===== config.mk =====
export PLATFORM = sky130hd
export DESIGN_NAME = dac_arbiter
export DESIGN_NICKNAME = d
export VERILOG_FILES = /design/src/inc/dac_pkg.sv /design/src/logic/dac_prio.sv /design/src/logic/dac_irq.sv /design/src/logic/dac_arbiter.sv
export SDC_FILE = /design/constraint.sdc
export NUM_CORES = 1
export LEC_CHECK = 0
export BUFFER_PORTS_ARGS = -buffer_cell sky130_fd_sc_hd__buf_4
export CAP_MARGIN = 25
export CORE_MARGIN = 5
export CORE_UTILIZATION = 35
export DETAILED_ROUTE_END_ITERATION = 6
export GPL_TIMING_DRIVEN = 0
export PLACE_DENSITY_LB_ADDON = 0.15
export SLEW_MARGIN = 30
export SYNTH_ARGS = -nofsm -noshare
export SYNTH_HDL_FRONTEND = slang
export SYNTH_SLANG_ARGS = --single-unit

===== constraint.sdc =====
create_clock -name ref_clk -period 5.29 [get_ports ref_clk]
set_input_delay 0.529 -clock ref_clk [delete_from_list [all_inputs] [get_ports ref_clk]]
set_output_delay 0.529 -clock ref_clk [all_outputs]
set_load 0.05 [all_outputs]

===== src/inc/dac_pkg.sv =====
// Constants, register layout and carriers for the DMA channel arbiter.
// Assumes a single ref_clk domain and a plain address/strobe register port.
package dac_pkg;
   localparam int unsigned ADDR_W = 4;
   localparam int unsigned NSUB = 4;
   localparam logic [3:0] OFS_CTRL_LOW = 4'h0;
   localparam logic [3:0] OFS_CTRL_HIGH = 4'h1;
   localparam logic [3:0] OFS_MODSTOP = 4'h2;
   localparam logic [3:0] OFS_STATUS = 4'h3;
   localparam logic [3:0] OFS_SETUP = 4'h4;
   // Control low: [3:0] channel enable per sub, [7:4] end irq enable
   localparam int unsigned CL_EN_POS = 0;
   localparam int unsigned CL_IE_POS = 4;
   // Control high: [1:0] full mode, [3:2] burst, [5:4] block, [7:6] dual
   localparam int unsigned CH_FAE_POS = 0;
   localparam int unsigned CH_BURST_POS = 2;
   localparam int unsigned CH_BLOCK_POS = 4;
   localparam int unsigned CH_DUAL_POS = 6;
   // Setup: [3:0] end pin enable, [5:4] single addr enable, [6] wbuf
   localparam int unsigned SU_TEE_POS = 0;
   localparam int unsigned SU_SAE_POS = 4;
   localparam int unsigned SU_WRITE_BUFFER_ENABLE_BIT_POS = 6;
   localparam logic [7:0] RST_CTRL = 8'h00;
   localparam logic [7:0] RST_SETUP = 8'h00;
   localparam logic RST_MODSTOP = 1'b1;
   localparam int unsigned ADDR_LEAD_CYC = 1;
   localparam int unsigned SAMPLE_DELAY_CYC = 1;

   typedef enum logic [4:0]
   {
      ST_IDLE = 5'b00001,
      ST_ADDR = 5'b00010,
      ST_READ = 5'b00100,
      ST_WRITE = 5'b01000,
      ST_HOLD = 5'b10000
   } dac_state_e;

   typedef struct packed
   {
      logic valid;
      logic [1:0] sub;
      logic internal;
   } dac_grant_s;

   typedef struct packed
   {
      logic req;
      logic ack;
      logic busy;
      logic ext_hold;
   } dac_bus_s;
endpackage


===== src/logic/dac_prio.sv =====
// Fixed-priority picker over the four sub-channels.
// Assumes request bits are already qualified by enables.
`timescale 1ns/1ps
module dac_prio
(
   input wire logic [3:0] req,
   output logic found,
   output logic [1:0] pick
);
   always_comb
   begin
      found = |req;
      pick = 2'd0;
      // Lowest index wins
      for (int i = dac_pkg::NSUB - 1; i >= 0; i--)
      begin
         if (req[i])
         begin
            pick = 2'(i);
         end
      end
   end
endmodule


===== src/logic/dac_irq.sv =====
// Level interrupt lines for end and break conditions.
// Assumes enables come straight from the control registers.
`timescale 1ns/1ps
module dac_irq
(
   input wire logic [3:0] chan_en,
   input wire logic [3:0] end_ie,
   input wire logic [1:0] full_mode,
   input wire logic [1:0] master_en,
   input wire logic [1:0] break_ie,
   output logic [3:0] irq
);
   // Per channel: A line is end, B line is end or break by mode
   genvar c;
   generate
      for (c = 0; c < 2; c++)
      begin : g_ch
         always_comb
         begin
            irq[2*c] = ~chan_en[2*c] & end_ie[2*c];
            if (full_mode[c])
            begin
               irq[2*c+1] = ~master_en[c] & break_ie[c];
            end
            else
            begin
               irq[2*c+1] = ~chan_en[2*c+1] & end_ie[2*c+1];
            end
         end
      end
   endgenerate
endmodule


===== src/logic/dac_arbiter.sv =====
// Channel arbitration, bus sharing and stop/resume control for the DMA block.
// Assumes a bus controller on ref_clk that grants and suspends the external bus.
`timescale 1ns/1ps
module dac_arbiter
(
   input wire logic ref_clk,
   input wire logic resetn,
   input wire logic clk_en,
   input wire logic [3:0] reg_addr,
   input wire logic [7:0] reg_wdata,
   input wire logic reg_wr,
   input wire logic reg_rd,
   output logic [7:0] reg_rdata,
   input wire logic [3:0] xfer_req,
   input wire logic [3:0] xfer_internal,
   input wire logic nmi_req,
   input wire logic ext_bus_grant,
   input wire logic ext_contend,
   input wire logic unit_done,
   input wire logic block_done,
   input wire logic last_xfer,
   output logic ext_bus_req,
   output logic cpu_ext_hold,
   output logic addr_phase,
   output logic mar_update,
   output logic read_cycle,
   output logic write_cycle,
   output dac_pkg::dac_grant_s grant,
   output logic [3:0] req_sample_en,
   output logic [3:0] transfer_done_pin_en,
   output logic [1:0] transfer_ack_pin_en,
   output logic irq_ch0_primary,
   output logic irq_ch0_secondary,
   output logic irq_ch1_primary,
   output logic irq_ch1_secondary
);
   logic [7:0] ctrl_low_reg;
   logic [7:0] ctrl_high_reg;
   logic [7:0] setup_reg;
   logic [1:0] master_en_reg;
   logic [1:0] break_ie_reg;
   logic module_stop_reg;
   dac_pkg::dac_state_e state_reg;
   dac_pkg::dac_state_e state_next;
   dac_pkg::dac_grant_s grant_reg;
   logic [7:0] rdata_reg;
   logic [3:0] sample_hold_reg;
   logic [1:0] nmi_sync_reg;
   logic nmi_prev_reg;
   logic [3:0] eff_en;
   logic [3:0] qual_req;
   logic prio_found;
   logic [1:0] prio_pick;
   logic [1:0] full_mode;
   logic [1:0] burst_mode;
   logic [1:0] block_mode;
   logic [1:0] dual_mode;
   logic any_enabled;
   logic cur_ok;
   logic cur_sticky;
   logic nmi_edge;
   logic wbuf_en;
   logic acc_ok;
   logic wr_low;
   logic wr_high;
   logic wr_ms;
   logic wr_setup;
   logic [3:0] irq_vec;

   assign full_mode = ctrl_high_reg[dac_pkg::CH_FAE_POS +: 2];
   assign burst_mode = ctrl_high_reg[dac_pkg::CH_BURST_POS +: 2];
   assign block_mode = ctrl_high_reg[dac_pkg::CH_BLOCK_POS +: 2];
   assign dual_mode = ctrl_high_reg[dac_pkg::CH_DUAL_POS +: 2];
   assign wbuf_en = setup_reg[dac_pkg::SU_WRITE_BUFFER_ENABLE_BIT_POS];
   assign nmi_edge = nmi_sync_reg[1] & ~nmi_prev_reg;

   // Register access blocked while module stopped, except the module stop register
   assign acc_ok = ~module_stop_reg;
   assign wr_low = reg_wr & acc_ok & (reg_addr == dac_pkg::OFS_CTRL_LOW);
   assign wr_high = reg_wr & acc_ok & (reg_addr == dac_pkg::OFS_CTRL_HIGH);
   assign wr_setup = reg_wr & acc_ok & (reg_addr == dac_pkg::OFS_SETUP);
   assign wr_ms = reg_wr & (reg_addr == dac_pkg::OFS_MODSTOP);

   // Effective enables: full mode needs channel and master bits
   genvar g;
   generate
      for (g = 0; g < 4; g++)
      begin : g_en
         always_comb
         begin
            if (full_mode[g/2])
            begin
               eff_en[g] = (g % 2 == 0) && ctrl_low_reg[g] && master_en_reg[g/2];
            end
            else
            begin
               eff_en[g] = ctrl_low_reg[g];
            end
         end
      end
   endgenerate

   assign any_enabled = |ctrl_low_reg[3:0];
   assign qual_req = xfer_req & eff_en & sample_hold_reg;

   dac_prio u_prio
   (
      .req(qual_req),
      .found(prio_found),
      .pick(prio_pick)
   );

   // Still allowed to run the granted channel
   assign cur_ok = eff_en[grant_reg.sub];
   assign cur_sticky = burst_mode[grant_reg.sub[1]] | block_mode[grant_reg.sub[1]];

   // Interrupt event edge, synchronised from the pin
   always_ff @(posedge ref_clk or negedge resetn)
   begin
      if (!resetn)
      begin
         nmi_sync_reg <= 2'b00;
         nmi_prev_reg <= 1'b0;
      end
      else if (clk_en)
      begin
         nmi_sync_reg <= {nmi_sync_reg[0], nmi_req};
         nmi_prev_reg <= nmi_sync_reg[1];
      end
   end

   // Control low register (channel enable, end irq enable)
   always_ff @(posedge ref_clk or negedge resetn)
   begin
      if (!resetn)
      begin
         ctrl_low_reg <= dac_pkg::RST_CTRL;
      end
      else if (clk_en)
      begin
         if (wr_low)
         begin
            ctrl_low_reg <= reg_wdata;
         end
         else if (state_reg == dac_pkg::ST_HOLD && last_xfer && unit_done)
         begin
            ctrl_low_reg[grant_reg.sub] <= 1'b0;
         end
         for (int c = 0; c < 2; c++)
         begin
            if (nmi_edge && full_mode[c] && burst_mode[c])
            begin
               ctrl_low_reg[2*c+1] <= 1'b0;
            end
         end
      end
   end

   // Control high register (mode fields)
   always_ff @(posedge ref_clk or negedge resetn)
   begin
      if (!resetn)
      begin
         ctrl_high_reg <= dac_pkg::RST_CTRL;
      end
      else if (clk_en && wr_high)
      begin
         ctrl_high_reg <= reg_wdata;
      end
   end

   // Setup register: end pin, ack pin, write buffer
   always_ff @(posedge ref_clk or negedge resetn)
   begin
      if (!resetn)
      begin
         setup_reg <= dac_pkg::RST_SETUP;
      end
      else if (clk_en && wr_setup)
      begin
         setup_reg <= reg_wdata;
      end
   end

   // Master enable and break irq enable; event clear wins over write
   always_ff @(posedge ref_clk or negedge resetn)
   begin
      if (!resetn)
      begin
         master_en_reg <= 2'b00;
         break_ie_reg <= 2'b00;
      end
      else if (clk_en)
      begin
         for (int c = 0; c < 2; c++)
         begin
            if (nmi_edge && full_mode[c] && burst_mode[c])
            begin
               master_en_reg[c] <= 1'b0;
            end
            else if (wr_high)
            begin
               master_en_reg[c] <= reg_wdata[dac_pkg::CH_FAE_POS + c] ? master_en_reg[c] : 1'b0;
            end
            else if (wr_low && full_mode[c])
            begin
               master_en_reg[c] <= reg_wdata[2*c+1];
            end
         end
         if (wr_low)
         begin
            for (int c = 0; c < 2; c++)
            begin
               if (full_mode[c])
               begin
                  break_ie_reg[c] <= reg_wdata[dac_pkg::CL_IE_POS + 2*c + 1];
               end
            end
         end
      end
   end

   // Module stop: set refused while any channel is enabled
   always_ff @(posedge ref_clk or negedge resetn)
   begin
      if (!resetn)
      begin
         module_stop_reg <= dac_pkg::RST_MODSTOP;
      end
      else if (clk_en && wr_ms)
      begin
         if (!reg_wdata[0] || !any_enabled)
         begin
            module_stop_reg <= reg_wdata[0];
         end
      end
   end

   // Request sampling gate: one state after a buffered write starts
   always_ff @(posedge ref_clk or negedge resetn)
   begin
      if (!resetn)
      begin
         sample_hold_reg <= 4'hF;
      end
      else if (clk_en && !module_stop_reg)
      begin
         if (state_reg == dac_pkg::ST_ADDR)
         begin
            sample_hold_reg[grant_reg.sub] <= 1'b0;
         end
         else if (state_reg == dac_pkg::ST_WRITE && wbuf_en)
         begin
            sample_hold_reg <= 4'hF;
         end
         else if (state_reg == dac_pkg::ST_IDLE)
         begin
            sample_hold_reg <= 4'hF;
         end
      end
   end

   // Transfer sequencing
   always_comb
   begin
      state_next = state_reg;
      case (state_reg)
         dac_pkg::ST_IDLE:
         begin
            if (prio_found)
            begin
               state_next = dac_pkg::ST_ADDR;
            end
         end
         dac_pkg::ST_ADDR:
         begin
            // Internal targets run regardless of external contention
            if (grant_reg.internal || (ext_bus_grant && !ext_contend))
            begin
               state_next = dac_pkg::ST_READ;
            end
         end
         dac_pkg::ST_READ:
         begin
            if (unit_done)
            begin
               state_next = dac_pkg::ST_WRITE;
            end
         end
         dac_pkg::ST_WRITE:
         begin
            if (unit_done || wbuf_en)
            begin
               state_next = dac_pkg::ST_HOLD;
            end
         end
         dac_pkg::ST_HOLD:
         begin
            if (cur_sticky && cur_ok && !block_done && xfer_req[grant_reg.sub])
            begin
               state_next = dac_pkg::ST_ADDR;
            end
            else
            begin
               state_next = dac_pkg::ST_IDLE;
            end
         end
         default:
         begin
            state_next = dac_pkg::ST_IDLE;
         end
      endcase
   end

   always_ff @(posedge ref_clk or negedge resetn)
   begin
      if (!resetn)
      begin
         state_reg <= dac_pkg::ST_IDLE;
      end
      else if (clk_en && !module_stop_reg)
      begin
         state_reg <= state_next;
      end
   end

   // Grant latch; held through burst and block
   always_ff @(posedge ref_clk or negedge resetn)
   begin
      if (!resetn)
      begin
         grant_reg <= '0;
      end
      else if (clk_en && !module_stop_reg)
      begin
         if (state_reg == dac_pkg::ST_IDLE && prio_found)
         begin
            grant_reg.valid <= 1'b1;
            grant_reg.sub <= prio_pick;
            grant_reg.internal <= xfer_internal[prio_pick];
         end
         else if (state_next == dac_pkg::ST_IDLE)
         begin
            grant_reg.valid <= 1'b0;
         end
      end
   end

   // Read data one cycle after strobe
   always_ff @(posedge ref_clk or negedge resetn)
   begin
      if (!resetn)
      begin
         rdata_reg <= 8'h00;
      end
      else if (clk_en && reg_rd)
      begin
         if (!acc_ok && reg_addr != dac_pkg::OFS_MODSTOP)
         begin
            rdata_reg <= 8'h00;
         end
         else
         begin
            case (reg_addr)
               dac_pkg::OFS_CTRL_LOW: rdata_reg <= ctrl_low_reg;
               dac_pkg::OFS_CTRL_HIGH: rdata_reg <= ctrl_high_reg;
               dac_pkg::OFS_MODSTOP: rdata_reg <= {7'h00, module_stop_reg};
               dac_pkg::OFS_STATUS: rdata_reg <= {state_reg, grant_reg.sub, grant_reg.valid};
               dac_pkg::OFS_SETUP: rdata_reg <= setup_reg;
               default: rdata_reg <= 8'h00;
            endcase
         end
      end
   end

   assign reg_rdata = rdata_reg;

   // External bus request held over read and write as one unit
   assign ext_bus_req = grant_reg.valid && !grant_reg.internal
                        && state_reg != dac_pkg::ST_IDLE;
   // Lower masters wait until the DMA side lets go
   assign cpu_ext_hold = ext_bus_req;
   assign addr_phase = state_reg == dac_pkg::ST_ADDR;
   assign mar_update = addr_phase;
   // Contention pauses external reads in any mode, and external writes unless the channel is in dual mode
   assign read_cycle = state_reg == dac_pkg::ST_READ
                       && (grant_reg.internal || !ext_contend);
   assign write_cycle = state_reg == dac_pkg::ST_WRITE
                        && (grant_reg.internal || !ext_contend || dual_mode[grant_reg.sub[1]]);
   assign grant = grant_reg;
   assign req_sample_en = sample_hold_reg & eff_en;

   // Pin enables persist in module stop
   assign transfer_done_pin_en = setup_reg[dac_pkg::SU_TEE_POS +: 4];
   assign transfer_ack_pin_en = setup_reg[dac_pkg::SU_SAE_POS +: 2] & ~full_mode;

   dac_irq u_irq
   (
      .chan_en(ctrl_low_reg[3:0]),
      .end_ie(ctrl_low_reg[7:4]),
      .full_mode(full_mode),
      .master_en(master_en_reg),
      .break_ie(break_ie_reg),
      .irq(irq_vec)
   );

   // Level lines, not gated by module stop
   assign irq_ch0_primary = irq_vec[0];
   assign irq_ch0_secondary = irq_vec[1];
   assign irq_ch1_primary = irq_vec[2];
   assign irq_ch1_secondary = irq_vec[3];
endmodule


======== Word-level counts from Yosys, hierarchy flattened ========
Index checks and enable logic that the tools add are counted.
word-level totals
  flip-flop bits (word level) ............. 53
  input port bits ......................... 31
  output and inout bits ................... 32
  logic and storage cells ................. 178
cells by class
  $lt $le $gt $ge ......................... 5
  equality and inequality tests ........... 14
  multiplexer cells ....................... 51
  bitwise operators ....................... 30
  reductions and logical operators ........ 60
operator list
  operator                                                                      count
  8-bit case mux with 5 select lines                                            1
  1-bit 2-to-1 mux                                                              29
  1-bit logical AND                                                             28
  5-bit case mux with 5 select lines                                            1
  8-bit 2-to-1 mux                                                              3
  5-bit 2-to-1 mux                                                              4
  4-bit AND                                                                     4
  3-bit nonzero test                                                            5
  2-bit AND reduction                                                           7
  1-bit AND                                                                     12
  4-bit 2-to-1 mux                                                              3
  3-bit AND reduction                                                           4
  5-bit by 1-bit equality test with 1-bit output, second input constant         2
  2-bit 2-to-1 mux                                                              5
  8-bit AND                                                                     1
  4-bit by 2-bit equality test with 1-bit output, second input constant         2
  1-bit NOT                                                                     8
  4-bit NOT with 8-bit output                                                   1
  4-bit OR reduction                                                            2
  1-bit binary-select mux with 2-bit select                                     3
  1-bit logical NOT                                                             6
  2-bit by 3-bit less-than comparator with 1-bit output, second input constant  2
  3-bit by 2-bit != test with 1-bit output, second input constant               2
  5-bit by 2-bit equality test with 1-bit output, second input constant         1
  other kinds (18)                                                              24

======== Depth between registers and ports, before layout ========
Gate-level depths: netlist of the first run.
  word-level depth ........................ 12
  depth in mapped cells ................... 8
  depth with buffers taken out ............ 7

======== By module ========
From an unflattened synthesis of the first run, not the netlist that was laid out.
second synthesis, totals
  cell total of the unflattened synthesis .. 316
  area, all modules ....................... 3014.1 µm²
by module, submodules not included
  module       instances  cells an instance  area an instance (µm²)  sequential area each (µm²)
  dac_arbiter  1          301                2929.1                  1333.8
  dac_irq      1          8                  50.0                    0.0
  dac_prio     1          7                  35.0                    0.0

======== Least setup slack after synthesis of the first run ========
Ideal clock, no wire load.
  kind .................................... flip-flop to output port
  start ................................... register grant_reg, in the netlist grant[2]
  end ..................................... output write_cycle
  data arrival time ....................... 1.848 ns
  slack ................................... 2.913 ns
  stages on the path, launching flop included .. 4
  path buffers ............................ 1
  path through ............................ dfrtp_1 > clkbuf_1 > mux2i_1 > a21oi_1
on the way
  cells in the longest elaborated chain, start to end .. 4
ends and longest elaborated chain
  what                                                  line                text
  from (decl)                                           dac_arbiter.sv:45   dac_pkg::dac_grant_s grant_reg;
  1-bit 2-to-1 mux (not written as such) (2 in series)  dac_arbiter.sv:389  && (grant_reg.internal || !ext_contend || dual_mode[grant_reg.sub[1]]);
  1-bit logical OR                                      dac_arbiter.sv:389
  1-bit logical AND                                     dac_arbiter.sv:389
  to (decl)                                             dac_arbiter.sv:27   output logic write_cycle,
No other way between the ends. The select of a mux whose other input is x is not followed.

======== Worst setup path after layout of the first run ========
  start ................................... register state_reg[4]
  end ..................................... output ext_bus_req
on the way
  cells in the longest elaborated chain, start to end .. 2
ends and longest elaborated chain
  what                                      line                text
  from (decl)                               dac_arbiter.sv:43   dac_pkg::dac_state_e state_reg;
  from (signal assigned)                    dac_arbiter.sv:319  state_reg <= dac_pkg::ST_IDLE;
  from (signal assigned)                    dac_arbiter.sv:323  state_reg <= state_next;
  5-bit by 1-bit != test with 1-bit output  dac_arbiter.sv:380  && state_reg != dac_pkg::ST_IDLE;
  1-bit logical AND                         dac_arbiter.sv:380
  to (decl)                                 dac_arbiter.sv:22   output logic ext_bus_req,
No other way between the ends.

==> results of run 1 <==
[kinds of logic after synthesis]
| group | Yosys count |
|---|---|
| compound gates | 72 |
| xor+xnor | 1 |
| buf+inv | 36 |
| flops | 53 |
| mux | 28 |
| simple gates | 121 |
[metrics by stage]
stage	setup slack [ps]	area, µm²	utilization, %
floorplan	2910	3030	-
global placement	2780	3620	42.1
detailed placement	2710	3620	42.1
CTS	2890	3710	43.2
global route	2750	3710	43.2
finish	2890	3710	43.2
[per-layer routing]
metal | wire length [µm] | vias to the layer above
met2 | 4120 | 47
met4 | 72 | 0
met5 | 0 | -
li1 | - | 1259
met1 | 4000 | 1256
met3 | 369 | 6
[final timing paths]
path	endpoint	slack, ps	cells after the start	startpoint
max	ext_bus_req	2890	5	state_reg[4]
max in group asynchronous	master_en_reg[0]	4570	1	resetn
min	state_reg[2]	240	1	resetn
min reg2reg	sample_hold_reg[1]	490	2	sample_hold_reg[1]
min in group ref_clk	ctrl_low_reg[5]	440	3	reg_wdata[5]
max reg2reg	grant[3]	3000	8	state_reg[0]
[cells in the final DEF (no fill, tap or decap), types with 2 or more instances in the layout]
cell	instances
buf_6	2
nand4_1	2
a222oi_1	8
nor4b_1	2
inv_6	2
nand3b_1	2
a41oi_1	2
mux2i_1	4
dfstp_2	6
o22ai_1	2
inv_1	14
clkbuf_8	5
nor3_1	3
o221ai_1	3
nand2b_1	7
buf_2	6
nor2_1	18
and3_1	4
nand2_1	48
a22o_1	10
clkbuf_1	6
mux2_2	24
o21ai_0	14
o211ai_1	2
nor4_1	2
a21oi_1	11
and2_1	4
o2bb2ai_1	2
o31ai_1	3
nor2b_1	6
dfrtp_1	47
and3b_1	2
o32ai_1	3
nand3_1	8
buf_4	68
[power by group]
part           switching (µW)  internal [µW]
combinational             455            267
clock                     148           96.9
sequential               78.9            498
total                     682            861
[layout make-up]
type,count,area share (%)
inverters,14,1.41
plain buffers,22,3.64
multi-input cells,222,40.8
flip-flops and latches,53,35.9
well taps,108,3.64
clock buffers,5,1.85
clock inverters,3,0.674
repair buffers,60,12.1
==> reports/results.env, run 1 <==
CTS.PATH.MAX_BUFFERS=2
CLK_TRANSITION_REPORTED_PATHS_PS=110
POST_DRT_WL_PER_CELL_UM=17.6
SYNTH-COMPOUND-AREA-SHARE_PCT=18.1
CRIT_TYPE='flip-flop to output pin'
FIRST_PASS_ITERS=4
SYNTHSIMPLEGATEAREAFRAC_PCT=21.2
YOSYSTOPAREACELLSHARE_PCT=38.8
NUMBER_OF_SYNTHESIZED_FLOPS_WITH_AN_ENABLE_PIN=0
CRIT_REQUIRED_PS=4760
DIE_HEIGHT_UM=103
CRIT_CHAIN='nor2_1 -> nand3_1 -> and3b_1 -> buf_4 -> buf_4'
POSTSYNTHREGISTERBITS=53
PATH_COMMON_CELL='buf_4'
P_PER_AREA_mW_PER_MM2=415
SYNTH.YOSYS.SEQ_AREA_SHARE_PCT=44.0
FLOORPLAN.DIE.WIDTH_UM=103
FLOORPLAN.CORE_AREA_MM2=0.00859
GROUTE.USAGE.OVERALL_PCT=16.6
CTS_SINKS=53
GRT_FIRST_PASS_WIRELENGTH_UM=13600
POSTCTSHOLDBUFS=0
CP_TOP_DELAY_FAMILY='simple AND/OR/NAND/NOR gates'
TIMING.CRITICAL_PATH.SLOWEST_CELL_DELAY_PS=470
FIN_HOLD_WS_PS=235
CRITICAL_PATH_BUF_INV_COUNT=2
WORST_PATH_MAX_DELAY_CELL='dfrtp_1'
POST_ROUTE_CELLS_DRIVE_ABOVE_1_SHARE_PCT=33.2
FINCLKSKEW_PS=10.5
GRT.OVERFLOW.TOTAL=0
POST_SYNTH_INST_COUNT=311
PEAKVDDDROP_V=0.000137
FINALWORSTPATHREQUIREDPERIOD_PS=2400
NETS=409
POWER_uW=1540
FINALWIRELENGTH_UM=8560
POWER_LEAKAGE_uW=0.00173
DOMINANTREGCELLSYNTH='dfrtp_1'
DETAILEDPLACEMENTHPWL_UM=6560
MUXSHAREOFSYNTHAREA_PCT=10.2
FINALHOLDVIOLATIONS=0
POSTSYNTHAREAPERCELL_UM2=9.74
SETUP.WORST_PATH.START_CLASS='flip-flop'
DP.CELLS=479
AREA_GROWTH_SYN_TO_LAYOUT_PCT=22.6
NETLIST.TOP_CELL.BY_AREA='dfrtp_1'
NUMBER_OF_CORE_ROWS=34
SYNTH_ADDER_AREA_SHARE_PCT=0
CTS.REPAIR.RESIZED=0
POSTCTSSETUPREPAIRBUFS=0
YOSYS.AREA_SHARE.XOR_XNOR_PCT=0.289
GP_CONGESTION=0.840
MAX_CAP_VIOLS=0
ANTENNA_FOUND_INITIAL=0
MULTI_INPUT_COMB_AREA_MM2=0.00151
CTS-ROOT-BUF='clkbuf_8'
SYNTH_AREA_LEADERS='dfrtp_1 (39%), mux2_2 (8.9%), nand2_1 (5.9%)'
FP.DIEAREA_MM2=0.0106
MAXSLEWHEADROOM_PCT=36.2
MAPPEDNETLISTAREA_MM2=0.00303
CLOCK_TREE.HTREE_LEVEL_COUNT=2
SYN-NUM-NETS=342
MAXCLOCKFREQUENCY_MHz=417
DETAILED_ROUTE_DRC_ERROR_COUNT=0
SYNTH_WARNINGS=0
SYNTHTOPCELLSBYCOUNT='nand2_1 (48), dfrtp_1 (47), mux2_2 (24)'
VIAS=2568
YOSYSMOSTFREQUENTCELL='nand2_1'
YS_ASYNC_SR_FRACTION_PCT=100
FLOORPLAN.INITIALDENSITY_PCT=35.3
TIMING.CRITICAL_PATH.ARRIVAL_PS=1870
FIRST_GLOBAL_VIAS=2524
ENDPOINT_KIND='output pin'
TIMING.HOLD.WORST.CLASS='primary input to async pin'
DRT-VIAS-PER-INSTANCE=5.27
FINAL.SETUP.TNS_PS=0
IOPINCOUNT=63
TRITONCTS='built'
GRT_SETUP_UNREPAIRED='false'
OUTCOME='completed'
POST_SYNTH_NUM_CELL_TYPES=58
FINAL_ANTENNA_NET_COUNT=0
FINAL_PERIOD_UTILIZATION_PCT=45.4
GRT_UTIL_MET3_PCT=2.77
SYNTH_TOP_FAMILY_BY_AREA='simple AND/OR/NAND/NOR gates'
GLOBALROUTE.BUSIESTLAYER='met2'
GRT_MAX_DEGREE=54
MET1_USAGE_PCT=23.2
FINALNONFILLERCELLS=487
SETUP_VIOLATIONS=0
CTS_MADE_BUFFERS=5
SLEW_VIOLS_FINAL=0
CRIT_FANOUT=7
FF_LATCH_AREA_MM2=0.00133
TIGHTEST_SLEW_PS=954
GROUTE.LAYER.MET2.USAGE_PCT=27.4
FINAL.FILL_COUNT=893
ANTENNA_CELLS_INSERTED=0
PORT_BUFFERS=60
CLKLATENCYLATEPIN_PS=310
DETAIL_ROUTE.ITER0.VIOLATIONS=132
(Power assumes the default switching activity.)
==> run 2, diff against run 1 <==
==> constraint.sdc (replaced) <==
create_clock -name ref_clk -period 2 [get_ports ref_clk]
set_input_delay 0.2 -clock ref_clk [delete_from_list [all_inputs] [get_ports ref_clk]]
set_output_delay 0.2 -clock ref_clk [all_outputs]
set_load 0.05 [all_outputs]
==> reports/results.env, run 2 (synthesized netlist as in run 1, its figures left out) <==
OUTCOME='complete, but fails checks'  # was completed
FAILED_CHECKS='setup timing'
MAXCLOCKFREQUENCY_MHz=484
TIMING.CRITICAL_PATH.SLOWEST_CELL_DELAY_PS=510  # was 470 ps
WORST_PATH_MAX_DELAY_CELL='or4b_4'  # was dfrtp_1
GRT.OVERFLOW.TOTAL=0  # unchanged
GRT_MAX_DEGREE=54  # unchanged
DETAILEDPLACEMENTHPWL_UM=6520  # was 6560 µm
GRT_FIRST_PASS_WIRELENGTH_UM=14100  # was 13600 µm
FIN_HOLD_WS_PS=120  # was 235 ps
FIRST_PASS_ITERS=5  # was 4
NETSWITCHINGFRACTION_PCT=42.5  # was 44.2%
NUMBER_OF_CORE_ROWS=34  # unchanged
POWER_LEAKAGE_uW=0.00182  # was 0.00173 µW
POST_ROUTE_CELLS_DRIVE_ABOVE_1_SHARE_PCT=40.1  # was 33.2%
TIMING.CRITICAL_PATH.ARRIVAL_PS=2280  # was 1870 ps
M1WIRELENGTH_UM=4150  # was 4000 µm
SLEW_VIOLS_FINAL=0  # unchanged
FLOORPLAN.INITIALDENSITY_PCT=35.3  # unchanged
CLKLATENCYLATEPIN_PS=310  # about the same
CRIT_FANOUT=7  # unchanged
PEAKVDDDROP_V=0.000429  # was 0.000137 V
FIRST_GLOBAL_VIAS=2680  # was 2524
CTS-ROOT-BUF='clkbuf_8'  # unchanged
GRT_SETUP_UNREPAIRED='true'  # was false
FINAL_PERIOD_UTILIZATION_PCT=103
POWER_uW=4460  # was 1540 µW
VIAS=2715  # was 2568
CRIT_CHAIN='buf_6 -> nand4b_1 -> o31ai_4 -> nor4b_4 -> o311ai_4 -> or4b_4 -> o2bb2ai_2'  # was nor2_1 -> nand3_1 -> and3b_1 -> buf_4 -> buf_4
CRITICAL_PATH_BUF_INV_COUNT=1  # was 2
FINALHOLDVIOLATIONS=0  # unchanged
TOTAL_SWITCHING_POWER_uW=1900  # was 682 µW
DETAILROUTE.WIRELENGTH.MET3_UM=467  # was 369 µm
CTS_SINKS=53  # unchanged
SHARE_COMB_OF_TOTAL_POWER_PCT=48.2  # was 46.7%
CLOCKPOWERSHARE_PCT=16.8  # was 15.9%
POWER.SHARE.SEQUENTIAL_PCT=34.9  # was 37.4%
ENDPOINT_KIND='flip-flop'  # was output pin
LAYOUT_COMMON_CELLS='buf_4 (81), nand2_1 (48), dfrtp_1 (43), mux2_2 (24), nor2_1 (16)'  # was buf_4 (68), nand2_1 (48), dfrtp_1 (47), mux2_2 (24), nor2_1 (18)
TIGHTEST_SLEW_PS=894  # was 954 ps
GROUTE.USAGE.OVERALL_PCT=17.3  # was 16.6%
DIE_HEIGHT_UM=103  # unchanged
FINALWIRELENGTH_UM=8880  # was 8560 µm
ROUTED.TOP_LAYER='met4'  # unchanged
NETS=422  # was 409
WORST_SLACK_PS=-66.6  # was 2890 ps
CLK_TRANSITION_REPORTED_PATHS_PS=100  # was 110 ps
DRT-VIAS-PER-INSTANCE=5.43  # was 5.27
CLOCK_TREE.HTREE_LEVEL_COUNT=2  # unchanged
DP.CELLS=479  # unchanged
FINAL_ANTENNA_NET_COUNT=0  # unchanged
ANTENNA_FOUND_INITIAL=0  # unchanged
DETAILED_ROUTE_DRC_ERROR_COUNT=0  # unchanged
CTS_MADE_BUFFERS=5  # unchanged
FINALWORSTPATHREQUIREDPERIOD_PS=2070
TRITONCTS='built'  # unchanged
CRIT_TYPE='flip-flop to flip-flop'  # was flip-flop to output pin
FINALNONFILLERCELLS=500  # was 487
FF_LATCH_AREA_MM2=0.00134  # was 0.00133 mm²
CRIT_REQUIRED_PS=2210  # was 4760 ps
MAX_CAP_VIOLS=0  # unchanged
GP_CONGESTION=0.849  # was 0.840
SETUP_VIOLATIONS=2  # was 0
DETAIL_ROUTE.ITER0.VIOLATIONS=179  # was 132
IOPINCOUNT=63  # unchanged
FLOORPLAN.DIE.WIDTH_UM=103  # unchanged
P_PER_AREA_mW_PER_MM2=1130  # was 415 mW/mm²
TIMING.HOLD.WORST.CLASS='primary input to flip-flop'  # was primary input to async pin
AREA_GROWTH_SYN_TO_LAYOUT_PCT=30.8  # was 22.6%
ROUTED-WL-MET2_UM=4220  # was 4120 µm
CTS.PATH.MAX_BUFFERS=2  # unchanged
INTPOWER_uW=2560  # was 861 µW
POST_DRT_WL_PER_CELL_UM=17.8  # was 17.6 µm
FINAL.FILL_COUNT=857  # was 893
FP.DIEAREA_MM2=0.0106  # unchanged
FINCLKSKEW_PS=8.94  # was 10.5 ps
PORT_BUFFERS=60  # unchanged
MULTI_INPUT_COMB_AREA_MM2=0.00162  # was 0.00151 mm²
LAYOUT.CELLS.MOST_COMMON='buf_4'  # unchanged
ANTENNA_CELLS_INSERTED=0  # unchanged
FLOORPLAN.CORE_AREA_MM2=0.00859  # unchanged
CP_TOP_DELAY_FAMILY='simple AND/OR/NAND/NOR gates'  # unchanged
MAXSLEWHEADROOM_PCT=39.9  # was 36.2%
SETUP.WORST_PATH.START_CLASS='flip-flop'  # unchanged
[run 2: cell count changes in the layout (fill, tap and decap cells not counted), sizes merged]
cell | previous run | this run
clkinv | 0 | 1
inv | 16 | 13
clkbuf | 11 | 9
dlygate4sd3 | 0 | 1
bufinv | 0 | 1
buf | 76 | 90
clkinvlp | 1 | 2
[run 2: timing repair]
action                                 in CTS  in global routing
hold buffers                                1                  0
buffers inserted                            9                  4
resized for setup                          16                  6
setup endpoints to repair                   5                  7
endpoints found under the hold margin      47                  0
pin swaps                                   4                  3
[run 2: power groups by stage]
stage	Sequential, µW	Combinational (µW)	Clock [µW]
floorplan	1620	1310	0
global placement	1550	1960	0
detailed placement	1550	1970	0
CTS	1560	2110	774
global route	1600	2320	817
finish	1560	2150	751
[run 2: worst reg2reg max path, stage by stage (launching register included)]
cell	delay [ps]
dfrtp_1	400
buf_6	140
nand4b_1	260
o31ai_4	150
nor4b_4	100
o311ai_4	290
or4b_4	510
o2bb2ai_2	130
[run 2: metal layers]
| metal | vias up | global-route usage, % |
|---|---|---|
| met4 | 0 | 2.69 |
| li1 | 1293 | - |
| met5 | - | 0 |
| met2 | 80 | 26.9 |
| met3 | 5 | 3.04 |
| met1 | 1337 | 25.6 |
[run 2: area by class of cell]
cell class	instances	share of cell area (%)
clock buffers	5	1.74
well taps	108	3.41
inverters	14	1.42
multi-input cells	222	40.9
plain buffers	21	3.50
repair buffers	74	14.1
clock inverters	3	1.17
flip-flops and latches	53	33.8
[run 2: worst paths after layout]
path	to	from	cells past startpoint	slack, ps
setup / recovery	grant[3]	ctrl_high_reg[1]	7	-70
hold / removal	nmi_sync_reg[0]	nmi_req	2	120
setup reg to reg	grant[3]	ctrl_high_reg[1]	7	-70
hold reg to reg	sample_hold_reg[1]	sample_hold_reg[1]	2	490
max in group asynchronous	ctrl_low_reg[1]	resetn	2	1020
min in group asynchronous	grant[0]	resetn	2	460
[run 2: metrics by stage]
stage / utilization (%) / worst slack [ps] / cell area, µm² / setup TNS [ps]
final: 46.1 / -66.6 / 3970 / -73.2
after global routing: 46.1 / -139 / 3970 / -278
after CTS: 45.4 / -51.4 / 3910 / -51.4
after detailed placement: 42.4 / -266 / 3640 / -1930
after global placement: 42.4 / -292 / 3640 / -1530
after floorplan: - / -189 / 3060 / -315
